`src/hdl/windowed_watchdog_regs.vh`:
```
`ifndef WINDOWED_WATCHDOG_REGS_VH
`define WINDOWED_WATCHDOG_REGS_VH

// ******************************************
// Register indices (byte address = 4 x index)
// ******************************************
`define IDX_CONTROL 10'h03c
`define IDX_TEST_A 10'h03d
`define IDX_TEST_B 10'h03e
`define IDX_SERVICE 10'h03f
`define IDX_CLK_SEL 10'h040
`define IDX_STATUS 10'h041

// ******************************************
// Field positions
// ******************************************
`define CTL_WINDOW 7
`define CTL_DBGSTOP 6
`define CTL_MASK 5
`define CTL_RATE_HI 2
`define CTL_RATE_LO 0
`define CSEL_LO 0
`define CSEL_HI 1

// ******************************************
// Values
// ******************************************
`define RATE_OFF 3'h0
`define SERVICE_FIRST 8'h55
`define SERVICE_SECOND 8'haa
`define CTL_RESET 8'h00
`define TEST_RESET 8'h00
`define CSEL_RESET 2'h0
`define BYTE_ZERO 8'h00
`define WORD_ZERO 32'h00000000
`define HTRANS_IDLE 2'h0

// ******************************************
// Time-out exponents per rate select
// ******************************************
`define EXP_LONGEST 5'h18
`define EXP_MIN 5'h03
`define EXP_RC_1 5'h0e
`define EXP_RC_2 5'h10
`define EXP_RC_3 5'h12
`define EXP_RC_4 5'h14
`define EXP_RC_5 5'h16
`define EXP_RC_6 5'h17
`define EXP_RC_7 5'h18
`define EXP_AUX_1 5'h07
`define EXP_AUX_2 5'h09
`define EXP_AUX_3 5'h0b
`define EXP_AUX_4 5'h0d
`define EXP_AUX_5 5'h0f
`define EXP_AUX_6 5'h10
`define EXP_AUX_7 5'h11
`define COUNT_WIDTH 24
`define COUNT_ZERO 24'h000000
`define COUNT_ONES 24'hffffff
`define COUNT_ONE 24'h000001
`define EXP_FULL 5'h18
`define EXP_QUARTER 5'h02

`endif

```
`src/hdl/windowed_watchdog_timer.v`:
```
`timescale 1ns/1ps
`include "windowed_watchdog_regs.vh"

module windowed_watchdog_timer #(
  parameter TIMEOUT_SHRINK = 5'h00
) (
  input wire clock,
  input wire reset,
  input wire hsel,
  input wire [31:0] haddr,
  input wire [1:0] htrans,
  input wire hwrite,
  input wire [2:0] hsize,
  input wire [31:0] hwdata,
  input wire hready,
  output reg hreadyout,
  output reg [31:0] hrdata,
  output reg hresp,
  input wire specialMode,
  input wire debugMode,
  input wire stopMode,
  input wire oscillatorGood,
  input wire internalRcTick,
  input wire oscillatorTick,
  input wire auxiliaryTick,
  input wire nvLoadValid,
  input wire nvWindowMode,
  input wire [2:0] nvRateSelect,
  output reg watchdogResetRequest,
  output reg periodicTickHalt
);

  // ******************************************
  // Service sequence states
  // ******************************************
  localparam [1:0] SEQ_IDLE = 2'b01;
  localparam [1:0] SEQ_ARMED = 2'b10;

  // ******************************************
  // Declarations
  // ******************************************
  reg windowMode_reg;
  reg debugStop_reg;
  reg [2:0] rateSelect_reg;
  reg writeOnceUsed_reg;
  reg [7:0] factoryTestA_reg;
  reg [7:0] factoryTestB_reg;
  reg clkSrcSelLo_reg;
  reg clkSrcSelHi_reg;
  reg auxHalf_reg;
  reg oscGoodSeen_reg;
  reg [1:0] seqState_reg;
  reg [1:0] seqState_next;
  reg dataWrite_reg;
  reg [9:0] dataIndex_reg;
  reg [7:0] readMux;
  reg [4:0] periodExp;
  reg [4:0] shortExp;
  reg restartCtl;
  reg restartSvc;
  reg violation;
  wire addrPhase;
  wire [7:0] wrByte;
  wire ctlWrite;
  wire svcWrite;
  wire cselWrite;
  wire fieldWriteOk;
  wire watchdogEnabled;
  wire override;
  wire effWindow;
  wire oscLost;
  wire cselChange;
  wire watchdogTick;
  wire counterRun;
  wire restartAll;
  wire expired;
  wire windowOpen;

  // ******************************************
  // AHB-Lite slave, zero wait states
  // ******************************************
  assign addrPhase = hsel & htrans[1] & hready;
  assign wrByte = hwdata[7:0];
  assign ctlWrite = dataWrite_reg & (dataIndex_reg == `IDX_CONTROL);
  assign svcWrite = dataWrite_reg & (dataIndex_reg == `IDX_SERVICE);
  assign cselWrite = dataWrite_reg & (dataIndex_reg == `IDX_CLK_SEL);

  always @* begin
    case (haddr[11:2])
      `IDX_CONTROL: readMux = {windowMode_reg, debugStop_reg, 3'b000, rateSelect_reg};
      `IDX_TEST_A: readMux = factoryTestA_reg;
      `IDX_TEST_B: readMux = factoryTestB_reg;
      `IDX_CLK_SEL: readMux = {6'b000000, clkSrcSelHi_reg, clkSrcSelLo_reg};
      `IDX_STATUS: readMux = {4'b0000, windowOpen, seqState_reg[1], writeOnceUsed_reg,
        watchdogEnabled};
      default: readMux = `BYTE_ZERO;
    endcase
  end

  always @(posedge clock or posedge reset) begin
    if (reset) begin
      hreadyout <= 1'b0;
      hrdata <= `WORD_ZERO;
      hresp <= 1'b0;
      dataWrite_reg <= 1'b0;
      dataIndex_reg <= 10'h000;
    end else begin
      hreadyout <= 1'b1;
      hresp <= 1'b0;
      dataWrite_reg <= addrPhase & hwrite;
      if (addrPhase) begin
        dataIndex_reg <= haddr[11:2];
      end
      if (addrPhase & ~hwrite) begin
        // Service register always reads zero through the default arm
        hrdata <= {24'h000000, readMux};
      end
    end
  end

  // ******************************************
  // Control register
  // ******************************************
  assign fieldWriteOk = ~wrByte[`CTL_MASK] & (specialMode | ~writeOnceUsed_reg);
  assign watchdogEnabled = (rateSelect_reg != `RATE_OFF);
  assign override = watchdogEnabled & debugMode & ~debugStop_reg & specialMode;
  assign effWindow = windowMode_reg & ~override;

  always @(posedge clock or posedge reset) begin
    if (reset) begin
      windowMode_reg <= 1'b0;
      debugStop_reg <= 1'b0;
      rateSelect_reg <= `RATE_OFF;
      writeOnceUsed_reg <= 1'b0;
    end else if (nvLoadValid) begin
      windowMode_reg <= nvWindowMode;
      rateSelect_reg <= nvRateSelect;
    end else if (ctlWrite) begin
      if (specialMode | wrByte[`CTL_DBGSTOP]) begin
        debugStop_reg <= wrByte[`CTL_DBGSTOP];
      end
      if (fieldWriteOk) begin
        if (specialMode) begin
          windowMode_reg <= wrByte[`CTL_WINDOW];
          rateSelect_reg <= wrByte[`CTL_RATE_HI:`CTL_RATE_LO];
        end else begin
          writeOnceUsed_reg <= 1'b1;
          // Zero values have no effect in normal mode
          if (wrByte[`CTL_WINDOW]) begin
            windowMode_reg <= 1'b1;
          end
          if (wrByte[`CTL_RATE_HI:`CTL_RATE_LO] != `RATE_OFF) begin
            rateSelect_reg <= wrByte[`CTL_RATE_HI:`CTL_RATE_LO];
          end
        end
      end
    end
  end

  always @* begin
    restartCtl = 1'b0;
    if (nvLoadValid) begin
      restartCtl = (nvRateSelect != `RATE_OFF);
    end else if (ctlWrite) begin
      if (specialMode) begin
        restartCtl = 1'b1;
      end else begin
        restartCtl = (fieldWriteOk & ((wrByte[`CTL_RATE_HI:`CTL_RATE_LO] != `RATE_OFF) |
          wrByte[`CTL_WINDOW])) | (wrByte[`CTL_DBGSTOP] & ~debugStop_reg);
      end
    end
  end

  // ******************************************
  // Factory test registers
  // ******************************************
  always @(posedge clock or posedge reset) begin
    if (reset) begin
      factoryTestA_reg <= `TEST_RESET;
      factoryTestB_reg <= `TEST_RESET;
    end else begin
      if (dataWrite_reg & specialMode & (dataIndex_reg == `IDX_TEST_A)) begin
        factoryTestA_reg <= wrByte;
      end
      if (dataWrite_reg & specialMode & (dataIndex_reg == `IDX_TEST_B)) begin
        factoryTestB_reg <= wrByte;
      end
    end
  end

  // ******************************************
  // Clock source select and watchdog clock
  // ******************************************
  assign cselChange = cselWrite & ((wrByte[`CSEL_LO] != clkSrcSelLo_reg) |
    (wrByte[`CSEL_HI] != clkSrcSelHi_reg));
  assign oscLost = oscGoodSeen_reg & ~oscillatorGood & ~clkSrcSelHi_reg &
    clkSrcSelLo_reg;

  always @(posedge clock or posedge reset) begin
    if (reset) begin
      clkSrcSelLo_reg <= 1'b0;
      clkSrcSelHi_reg <= 1'b0;
      oscGoodSeen_reg <= 1'b0;
      auxHalf_reg <= 1'b0;
    end else begin
      oscGoodSeen_reg <= oscillatorGood;
      if (cselWrite) begin
        clkSrcSelLo_reg <= wrByte[`CSEL_LO];
        clkSrcSelHi_reg <= wrByte[`CSEL_HI];
      end
      if (auxiliaryTick) begin
        auxHalf_reg <= ~auxHalf_reg;
      end
    end
  end

  // Auxiliary ticks count only on every second pulse
  assign watchdogTick = clkSrcSelHi_reg ? (auxiliaryTick & auxHalf_reg) :
    (clkSrcSelLo_reg ? oscillatorTick : internalRcTick);
  // Stop mode halts the counter unless the auxiliary source runs it
  assign counterRun = watchdogEnabled & ~(debugMode & debugStop_reg) &
    (~stopMode | clkSrcSelHi_reg);

  always @* begin
    periodExp = `EXP_LONGEST;
    if (override) begin
      periodExp = `EXP_LONGEST;
    end else if (clkSrcSelHi_reg) begin
      case (rateSelect_reg)
        3'h1: periodExp = `EXP_AUX_1;
        3'h2: periodExp = `EXP_AUX_2;
        3'h3: periodExp = `EXP_AUX_3;
        3'h4: periodExp = `EXP_AUX_4;
        3'h5: periodExp = `EXP_AUX_5;
        3'h6: periodExp = `EXP_AUX_6;
        default: periodExp = `EXP_AUX_7;
      endcase
    end else begin
      case (rateSelect_reg)
        3'h1: periodExp = `EXP_RC_1;
        3'h2: periodExp = `EXP_RC_2;
        3'h3: periodExp = `EXP_RC_3;
        3'h4: periodExp = `EXP_RC_4;
        3'h5: periodExp = `EXP_RC_5;
        3'h6: periodExp = `EXP_RC_6;
        default: periodExp = `EXP_RC_7;
      endcase
    end
    // Shrink only for simulation; never below the window resolution
    if (periodExp > (TIMEOUT_SHRINK + `EXP_MIN)) begin
      shortExp = periodExp - TIMEOUT_SHRINK;
    end else begin
      shortExp = `EXP_MIN;
    end
  end

  // ******************************************
  // Service sequence
  // ******************************************
  always @* begin
    seqState_next = seqState_reg;
    restartSvc = 1'b0;
    violation = 1'b0;
    if (svcWrite & watchdogEnabled) begin
      if (effWindow & ~windowOpen) begin
        violation = 1'b1;
      end else begin
        case (wrByte)
          `SERVICE_FIRST: seqState_next = SEQ_ARMED;
          `SERVICE_SECOND: begin
            if (seqState_reg == SEQ_ARMED) begin
              restartSvc = 1'b1;
              seqState_next = SEQ_IDLE;
            end
          end
          default: violation = 1'b1;
        endcase
      end
    end
    if (restartAll) begin
      seqState_next = SEQ_IDLE;
    end
  end

  assign restartAll = restartCtl | restartSvc | cselChange | oscLost;

  always @(posedge clock or posedge reset) begin
    if (reset) begin
      seqState_reg <= SEQ_IDLE;
      watchdogResetRequest <= 1'b0;
      periodicTickHalt <= 1'b0;
    end else begin
      seqState_reg <= seqState_next;
      periodicTickHalt <= debugMode & debugStop_reg;
      // Request holds until the system reset clears the block
      if (violation | (expired & watchdogEnabled)) begin
        watchdogResetRequest <= 1'b1;
      end
    end
  end

  // ******************************************
  // Time-out counter
  // ******************************************
  watchdog_counter timeoutCounter (
    .clock(clock),
    .reset(reset),
    .restart(restartAll),
    .tick(watchdogTick & counterRun),
    .exponent(shortExp),
    .expired(expired),
    .windowOpen(windowOpen)
  );

endmodule // windowed_watchdog_timer

```
`src/hdl/watchdog_counter.v`:
```
`timescale 1ns/1ps
`include "windowed_watchdog_regs.vh"

module watchdog_counter (
  clock,
  reset,
  restart,
  tick,
  exponent,
  expired,
  windowOpen
);
  input wire clock;
  input wire reset;
  input wire restart;
  input wire tick;
  input wire [4:0] exponent;
  output reg expired;
  output wire windowOpen;

  reg [`COUNT_WIDTH-1:0] count_reg;
  wire [`COUNT_WIDTH-1:0] lastCount;
  wire [`COUNT_WIDTH-1:0] quarterBits;

  // ******************************************
  // Period end and final quarter
  // ******************************************
  assign lastCount = `COUNT_ONES >> (`EXP_FULL - exponent);
  assign quarterBits = count_reg >> (exponent - `EXP_QUARTER);
  // Both top bits of the period set means the last 25 percent
  assign windowOpen = (quarterBits[1:0] == 2'b11);

  always @(posedge clock or posedge reset) begin
    if (reset) begin
      count_reg <= `COUNT_ZERO;
      expired <= 1'b0;
    end else begin
      expired <= 1'b0;
      if (restart) begin
        count_reg <= `COUNT_ZERO;
      end else if (tick) begin
        // Masked compare tolerates a shorter period picked mid-run
        if ((count_reg & lastCount) == lastCount) begin
          expired <= 1'b1;
          count_reg <= `COUNT_ZERO;
        end else begin
          count_reg <= count_reg + `COUNT_ONE;
        end
      end
    end
  end
endmodule // watchdog_counter

```
`config.mk`:
```
export PLATFORM = sky130hd
export DESIGN_NAME = windowed_watchdog_timer
export DESIGN_NICKNAME = d
export VERILOG_FILES = /design/src/hdl/windowed_watchdog_timer.v /design/src/hdl/watchdog_counter.v
export VERILOG_INCLUDE_DIRS = /design/src /design/src/hdl
export SDC_FILE = /design/constraint.sdc
export NUM_CORES = 1
export LEC_CHECK = 0
export ABC_AREA = 0
export BUFFER_PORTS_ARGS = -buffer_cell sky130_fd_sc_hd__clkbuf_2
export CAP_MARGIN = 20
export CORE_MARGIN = 2
export CORE_UTILIZATION = 37
export CTS_BUF_LIST = sky130_fd_sc_hd__clkbuf_4 sky130_fd_sc_hd__clkbuf_8
export DETAILED_ROUTE_END_ITERATION = 7
export PLACE_DENSITY = 0.56
export SETUP_SLACK_MARGIN = 0.5
export SYNTH_ARGS = -nofsm -noshare
export SYNTH_HDL_FRONTEND = slang
export SYNTH_SLANG_ARGS = --single-unit
```
`constraint.sdc`:
```
create_clock -name clock -period 8.3 [get_ports clock]
set_input_delay 0.83 -clock clock [delete_from_list [all_inputs] [get_ports clock]]
set_output_delay 0.83 -clock clock [all_outputs]
set_load 0.1 [all_outputs]
```
==> flow_summary.toml, run 1 <==
[global_routing]
grt_antenna_before_repair = 0
grt_max_degree = 76
track_usage_pct = 17.8
grt_pass1_vias = 4041
grt_pass1_wl_um = 21100
grt_overflow = 0

[outcome]
status = "complete, no violations"

[worst_setup_path]
path_cells = "inv_1 -> ha_1 -> nand2_1 -> o311ai_4 -> nand2_1 -> ha_1 -> inv_1 -> nand3_1 -> o2111ai_1 -> a21oi_1 -> nor2_1 -> a221oi_2 -> nor4_4 -> buf_4 -> and3b_1"
worstPathMaxFanout = 20
worst-setup-path-type = "flip-flop to flip-flop"
crit_start = "rateSelect_reg[1]$_DFFE_PP0P_"
r2r_slack_ps = 3740
r2r_start = "rateSelect_reg[1]$_DFFE_PP0P_"
start_kind = "flip-flop"
worstSetupEndpointType = "flip-flop"
required_ps = 8610
worstPathArrival_ps = 4880
r2r_cells = 15
slowest_delay_ps = 710
crit_slowest_cell = "dfrtp_1"
reg2reg_to = "timeoutCounter.expired$_DFF_PP0_"

[synth]
synthFlopType = "dfrtp_1"
syn_area_mm2 = 0.00525
synthArstFlopShare_pct = 100
syn_area_per_cell_um2 = 9.90
synth_cell_types = 84
syn_inst = 530
synth_seq_cells = 75
ys_seq_area_share_pct = 35.8
synth-edff-count = 0
ys_warn_count = 0

[clock_network]
cts_sinks = 75
clk_pin_slew_worst_paths_ps = 90
worstSkewPairLatency_ps = 380
cts_setup_buffers = 0
root_buffer = "clkbuf_8"
ctsHtreeMaxLevel = 3
cts-hold-fix-buffers = 0
numCtsBuffers = 9
postCtsResizedCells = 0
clock_path_buffers = 2
cts_tree = "done"

[detailed_routing]
vias = 4209
drt-initial-drc-count = 316
ant_nets = 0
wl_um = 12800
first_pass_iters = 5
drc = 0
wl_per_cell_um = 17.1
vias_per_cell = 5.63

[floorplanning]
dieArea_mm2 = 0.0151
die_y_um = 123
start_util_pct = 37.8
core_mm2 = 0.0139
io_pins = 122
die_x_um = 123
rows = 43

[cells_and_area]
syn_to_final_growth_pct = 7.73
fill_cells = 1346
fin_nets = 655
layout_common_cells = "dfrtp_1, nand2_1, clkbuf_2"
n_antenna_cell = 0
final_util_pct = 40.7
largest_register_ffs = 24
drive_gt1_share_pct = 25.7
fin_cells = 748
layout_commonest_cell = "dfrtp_1"

[timing]
period_needed_ps = 4560
hold_viol = 0
rsz0062_at_grt = "false"
final-max-slew-violation-count = 0
setup_viol = 0
timing.final.crit_share_pct = 55.0
slew_headroom_pct = 35.0
fmax_ghz = 0.219
final.setup.tns_ps = 0
tightest_slew_ps = 966
clock_skew_ps = 16.3
hold_ws_ps = 492

[power_and_ir_drop]
ir_worst_vdd_uv = 83.2
power_leakage_nw = 2.30
powerDensity_mw_per_mm2 = 179

[min_path]
hold_class = "flip-flop to flip-flop"
min_from = "hrdata[5]$_DFFE_PP0P_"
hold_end = "hrdata[5]$_DFFE_PP0P_"
min_path_cells = 2

[placed_design]
dp_cells = 732
gp_congestion = 0.867
io_buffers = 46
hpwl_um = 9330

[run]
drv_cap = 0
==> Yosys cell counts, types with 3 or more instances <==
library cell	number	share of area (%)
o21ai_0	23	2.2
a21oi_1	14	1.3
a211oi_2	20	4.8
mux2i_1	11	2.1
clkbuf_1	10	0.72
o21bai_1	3	0.43
ha_1	6	1.4
a21o_1	3	0.43
xnor2_1	13	2.2
and3_1	7	0.83
xor2_1	14	2.3
mux2_2	30	6.4
nand3b_1	5	0.72
a211oi_1	7	1.0
inv_1	16	1.1
buf_4	28	4.0
and2_1	5	0.60
o221ai_1	3	0.50
nor4_1	11	1.3
nor2_1	19	1.4
a221oi_1	4	0.67
buf_6	10	2.1
nand2b_1	5	0.60
buf_2	4	0.38
nand4bb_1	3	0.64
nor3_1	9	0.86
nor2b_1	4	0.48
a32oi_1	4	0.67
and4_1	3	0.50
nand2_1	47	3.4
nand3_1	18	1.7
o21ai_1	4	0.38
o31ai_1	4	0.57
a32o_1	4	0.76
dfrtp_1	74	35
a22o_1	4	0.67
a22oi_1	5	0.72
nand4_1	9	1.1
o211ai_1	3	0.43
o22ai_1	5	0.60
==> metrics by stage <==
stage               worst slack [ps]  instance area, um2  power, mW
floorplan                       4550                5340      0.668
global placement                3840                5450      0.710
detailed placement              3770                5450      0.716
CTS                             3730                5650       1.02
global route                    3300                5650       1.06
finish                          3740                5650       1.01
==> report_power, final <==
part | switching [mW] | internal [mW]
clock | 0.154 | 0.145
combinational | 0.209 | 0.0930
sequential | 0.0256 | 0.383
==> routing by layer <==
layer  track usage [%]  share of wire (%)  up-vias
met2              27.5                 44      120
met5                 0                  0        -
met1              24.8                 49     2075
li1                  -                  -     1998
met3              3.04                4.5       16
met4              7.39                1.9        0
==> worst max path at each step <==
stage | slack, ps | cells past startpoint | end
3_5_place_dp | 3770 | 15 | timeoutCounter.count_reg[23]$_DFFE_PP0P_
2_1_floorplan | 4550 | 16 | timeoutCounter.count_reg[0]$_DFFE_PP0P_
5_1_grt | 3300 | 15 | timeoutCounter.count_reg[22]$_DFFE_PP0P_
4_1_cts | 3730 | 15 | timeoutCounter.expired$_DFF_PP0_
6_report | 3740 | 15 | timeoutCounter.expired$_DFF_PP0_
3_3_place_gp | 3840 | 14 | seqState_reg[0]$_DFFE_PP1P_
==> critical path: cells and delay by family, from the launching register on <==
kind            cells  cell delay, ps
simple gates        6            1390
buf+inv             3             710
fa+ha+maj           2             730
flops               1             710
compound gates      4             940
==> area by class of cell <==
| cell class | count | area [um2] | share of cell area [%] |
|---|---|---|---|
| sequential | 75 | 1880 | 33.2 |
| inverter | 18 | 67.6 | 1.20 |
| multi-input combinational | 409 | 3020 | 53.4 |
| clock buffer | 10 | 131 | 2.33 |
| timing repair buffer | 50 | 260 | 4.61 |
| clock inverter | 6 | 72.6 | 1.28 |
| tap | 180 | 225 | 3.99 |
==> kinds of logic (layout without fill, tap and decap cells) <==
logic type	Yosys count	after routing	synth area share, %
AND/OR/NAND/NOR	167	167	17.8
multiplexers	43	43	8.97
other	2	26	0.143
buffers and inverters	70	84	8.54
XOR/XNOR	28	28	5.03
flip-flops	75	75	35.8
adder cells (fa/ha/maj)	6	6	1.43
AO/OA/AOI/OAI	139	139	22.3
No activity file was read; power rests on OpenSTA's default activity.
==> inputs of run 2 (changes only) <==
- ABC_AREA: 0 -> 1
- PLACE_DENSITY: 0.56 -> 0.59
- clock period: 8.3 -> 4 ns (I/O delays scaled with it)
==> flow_summary.toml, run 2 <==
[synth]
synthFlopType = "dfrtp_1"
synthArstFlopShare_pct = 100
synth_top_cell_by_area = "dfrtp_1"
ys_seq_area_share_pct = 35.5
synth_area_leaders = "dfrtp_1, nand2_1, o21ai_0, inv_1, nand3_1"
synth-compound-area-share_pct = 12.5
synth_xor_area_share_pct = 0.992
syn_area_per_cell_um2 = 7.03
synthSimpleGateAreaFrac_pct = 36.3
synth_fa_ha_area_share_pct = 1.42
synthTopCellsByCount = "nand2_1, inv_1, dfrtp_1"
synth_seq_cells = 75
synth_cell_types = 51
ys_warn_count = 0
synth_top_family_by_area = "simple AND/OR/NAND/NOR gates"
synth.top_cell.area_share_pct = 35.0
synthMuxAreaShare_pct = 0.638
synth-edff-count = 0
syn_inst = 753
yosysMostFrequentCell = "nand2_1"
syn_area_mm2 = 0.00530

[worst_setup_path]
r2r_start = "rateSelect_reg[2]$_DFFE_PP0P_"
r2r_cells = 22
required_ps = 4250
worst-setup-path-type = "flip-flop to flip-flop"
crit_start = "rateSelect_reg[2]$_DFFE_PP0P_"
worstPathMaxFanout = 21
worstSetupEndpointType = "flip-flop"
start_kind = "flip-flop"
worstPathArrival_ps = 3530

[placed_design]
io_buffers = 46
dp_cells = 967
gp_congestion = 0.929
hpwl_um = 10000

[power_and_ir_drop]
powerDensity_mw_per_mm2 = 367
power_mw = 2.18
ir_worst_vdd_uv = 200
power_leakage_nw = 2.75

[timing]
hold_viol = 0
rsz0062_at_grt = "false"
clock_skew_ps = 14.0
timing.final.crit_share_pct = 82.2
slew_headroom_pct = 39.3
fmax_ghz = 0.304
final.setup.tns_ps = 0
tightest_slew_ps = 909
final-max-slew-violation-count = 0
period_needed_ps = 3290
setup_viol = 0

[detailed_routing]
wl_per_cell_um = 13.2
vias_per_cell = 4.93
wl_um = 13000
drc = 0
vias = 4887
first_pass_iters = 4
drt-initial-drc-count = 299
ant_nets = 0

[cells_and_area]
drive_gt1_share_pct = 19.0
n_antenna_cell = 0
fin_cells = 991
layout_common_cells = "nand2_1, inv_1, dfrtp_1"
syn_to_final_growth_pct = 12.2
layout_commonest_cell = "nand2_1"
largest_register_ffs = 24
final_util_pct = 42.6
fin_nets = 898

[clock_network]
cts-hold-fix-buffers = 0
numCtsBuffers = 9
root_buffer = "clkbuf_8"
cts_sinks = 75
worstSkewPairLatency_ps = 380
ctsHtreeMaxLevel = 3
clk_pin_slew_worst_paths_ps = 100
cts_tree = "done"
clock_path_buffers = 2

[global_routing]
grt_pass1_wl_um = 22000
grt_pass1_vias = 4344
grt_max_degree = 54
grt_antenna_before_repair = 0
track_usage_pct = 18.4
grt_overflow = 0

[floorplanning]
die_y_um = 124
rows = 43
core_mm2 = 0.0139
start_util_pct = 38.0
die_x_um = 124
dieArea_mm2 = 0.0153
io_pins = 122

[outcome]
status = "complete, no violations"

[min_path]
hold_class = "input pin to flip-flop"
min_path_cells = 1
min_from = "oscillatorGood"

[run]
drv_cap = 0
[run 2: changes by cell type after synthesis, moves of 27 or more]
cell	delta
nand2_1	+150
inv_1	+65
nor2_1	+49
o21ai_0	+45
nand3_1	+41
mux2_2	-27
[run 2: area by class of cell]
type	instances	area [um2]
fillers	1492	7990
multi-input cells	566	2910
flip-flops and latches	75	1880
inverters	94	367
repair buffers	60	355
well taps	180	225
clock buffers	9	124
clock inverters	7	80.1
[run 2: through the flow]
step	hold slack [ps]	setup slack (ps)	cell area, um2
3_3_place_gp	460	335	5600
5_1_grt	131	495	5940
3_5_place_dp	457	328	5600
4_1_cts	130	554	5830
6_report	144	714	5940
2_1_floorplan	431	954	5390
[run 2: path summary, 6_finish.rpt]
check | endpoint | slack, ps
max | timeoutCounter.count_reg[15]$_DFFE_PP0P_ | 710
min | oscGoodSeen_reg$_DFF_PP0_ | 140
max reg2reg | timeoutCounter.count_reg[15]$_DFFE_PP0P_ | 710
min reg2reg | auxHalf_reg$_DFFE_PP0P_ | 480
max in group asynchronous | factoryTestB_reg[0]$_DFFE_PP0P_ | 3010
min in group asynchronous | timeoutCounter.count_reg[21]$_DFFE_PP0P_ | 160
[run 2: logic make-up after synthesis]
| kind of cell | after synthesis |
|---|---|
| XOR/XNOR | 6 |
| AO/OA/AOI/OAI | 114 |
| adder cells (fa/ha/maj) | 6 |
| other | 2 |
| AND/OR/NAND/NOR | 411 |
| flip-flops | 75 |
| buffers and inverters | 136 |
| multiplexers | 3 |
[run 2: routing by layer]
metal | GRT usage, % | wire [um] | vias to the layer above
met3 | 2.11 | 403 | 10
met1 | 28.0 | 6790 | 2276
met5 | 0 | 0 | -
met4 | 6.39 | 177 | 0
met2 | 27.1 | 5670 | 78
li1 | - | - | 2523
[run 2: report_power, final]
part	internal (mW)	switching [mW]	total, mW
Combinational	0.215	0.519	0.734
Clock	0.298	0.326	0.624
Sequential	0.794	0.0301	0.824
[run 2: worst max-delay path, cell delays in order (launching register included)]
cell and delay (ps):
dfrtp_2 460, ha_1 280, or2_1 260, nand3_2 110
nor2_4 50, nand3_4 100, nand2_8 80, inv_8 100
ha_2 190, nand2_2 90, xnor2_2 170, buf_6 140
buf_4 120, nand2_1 50, nand3_1 60, nand2_1 50
nor2_1 130, nand2_1 120, nor2_4 140, nand3_2 90
buf_12 180, o21ai_1 120, nor2_2 50
[run 2: what timing repair did]
action / CTS / global route
endpoints found under the setup margin: 24 / 26
pin swaps: 0 / 4
gates resized for setup: 5 / 19
buffers inserted: 1 / 7
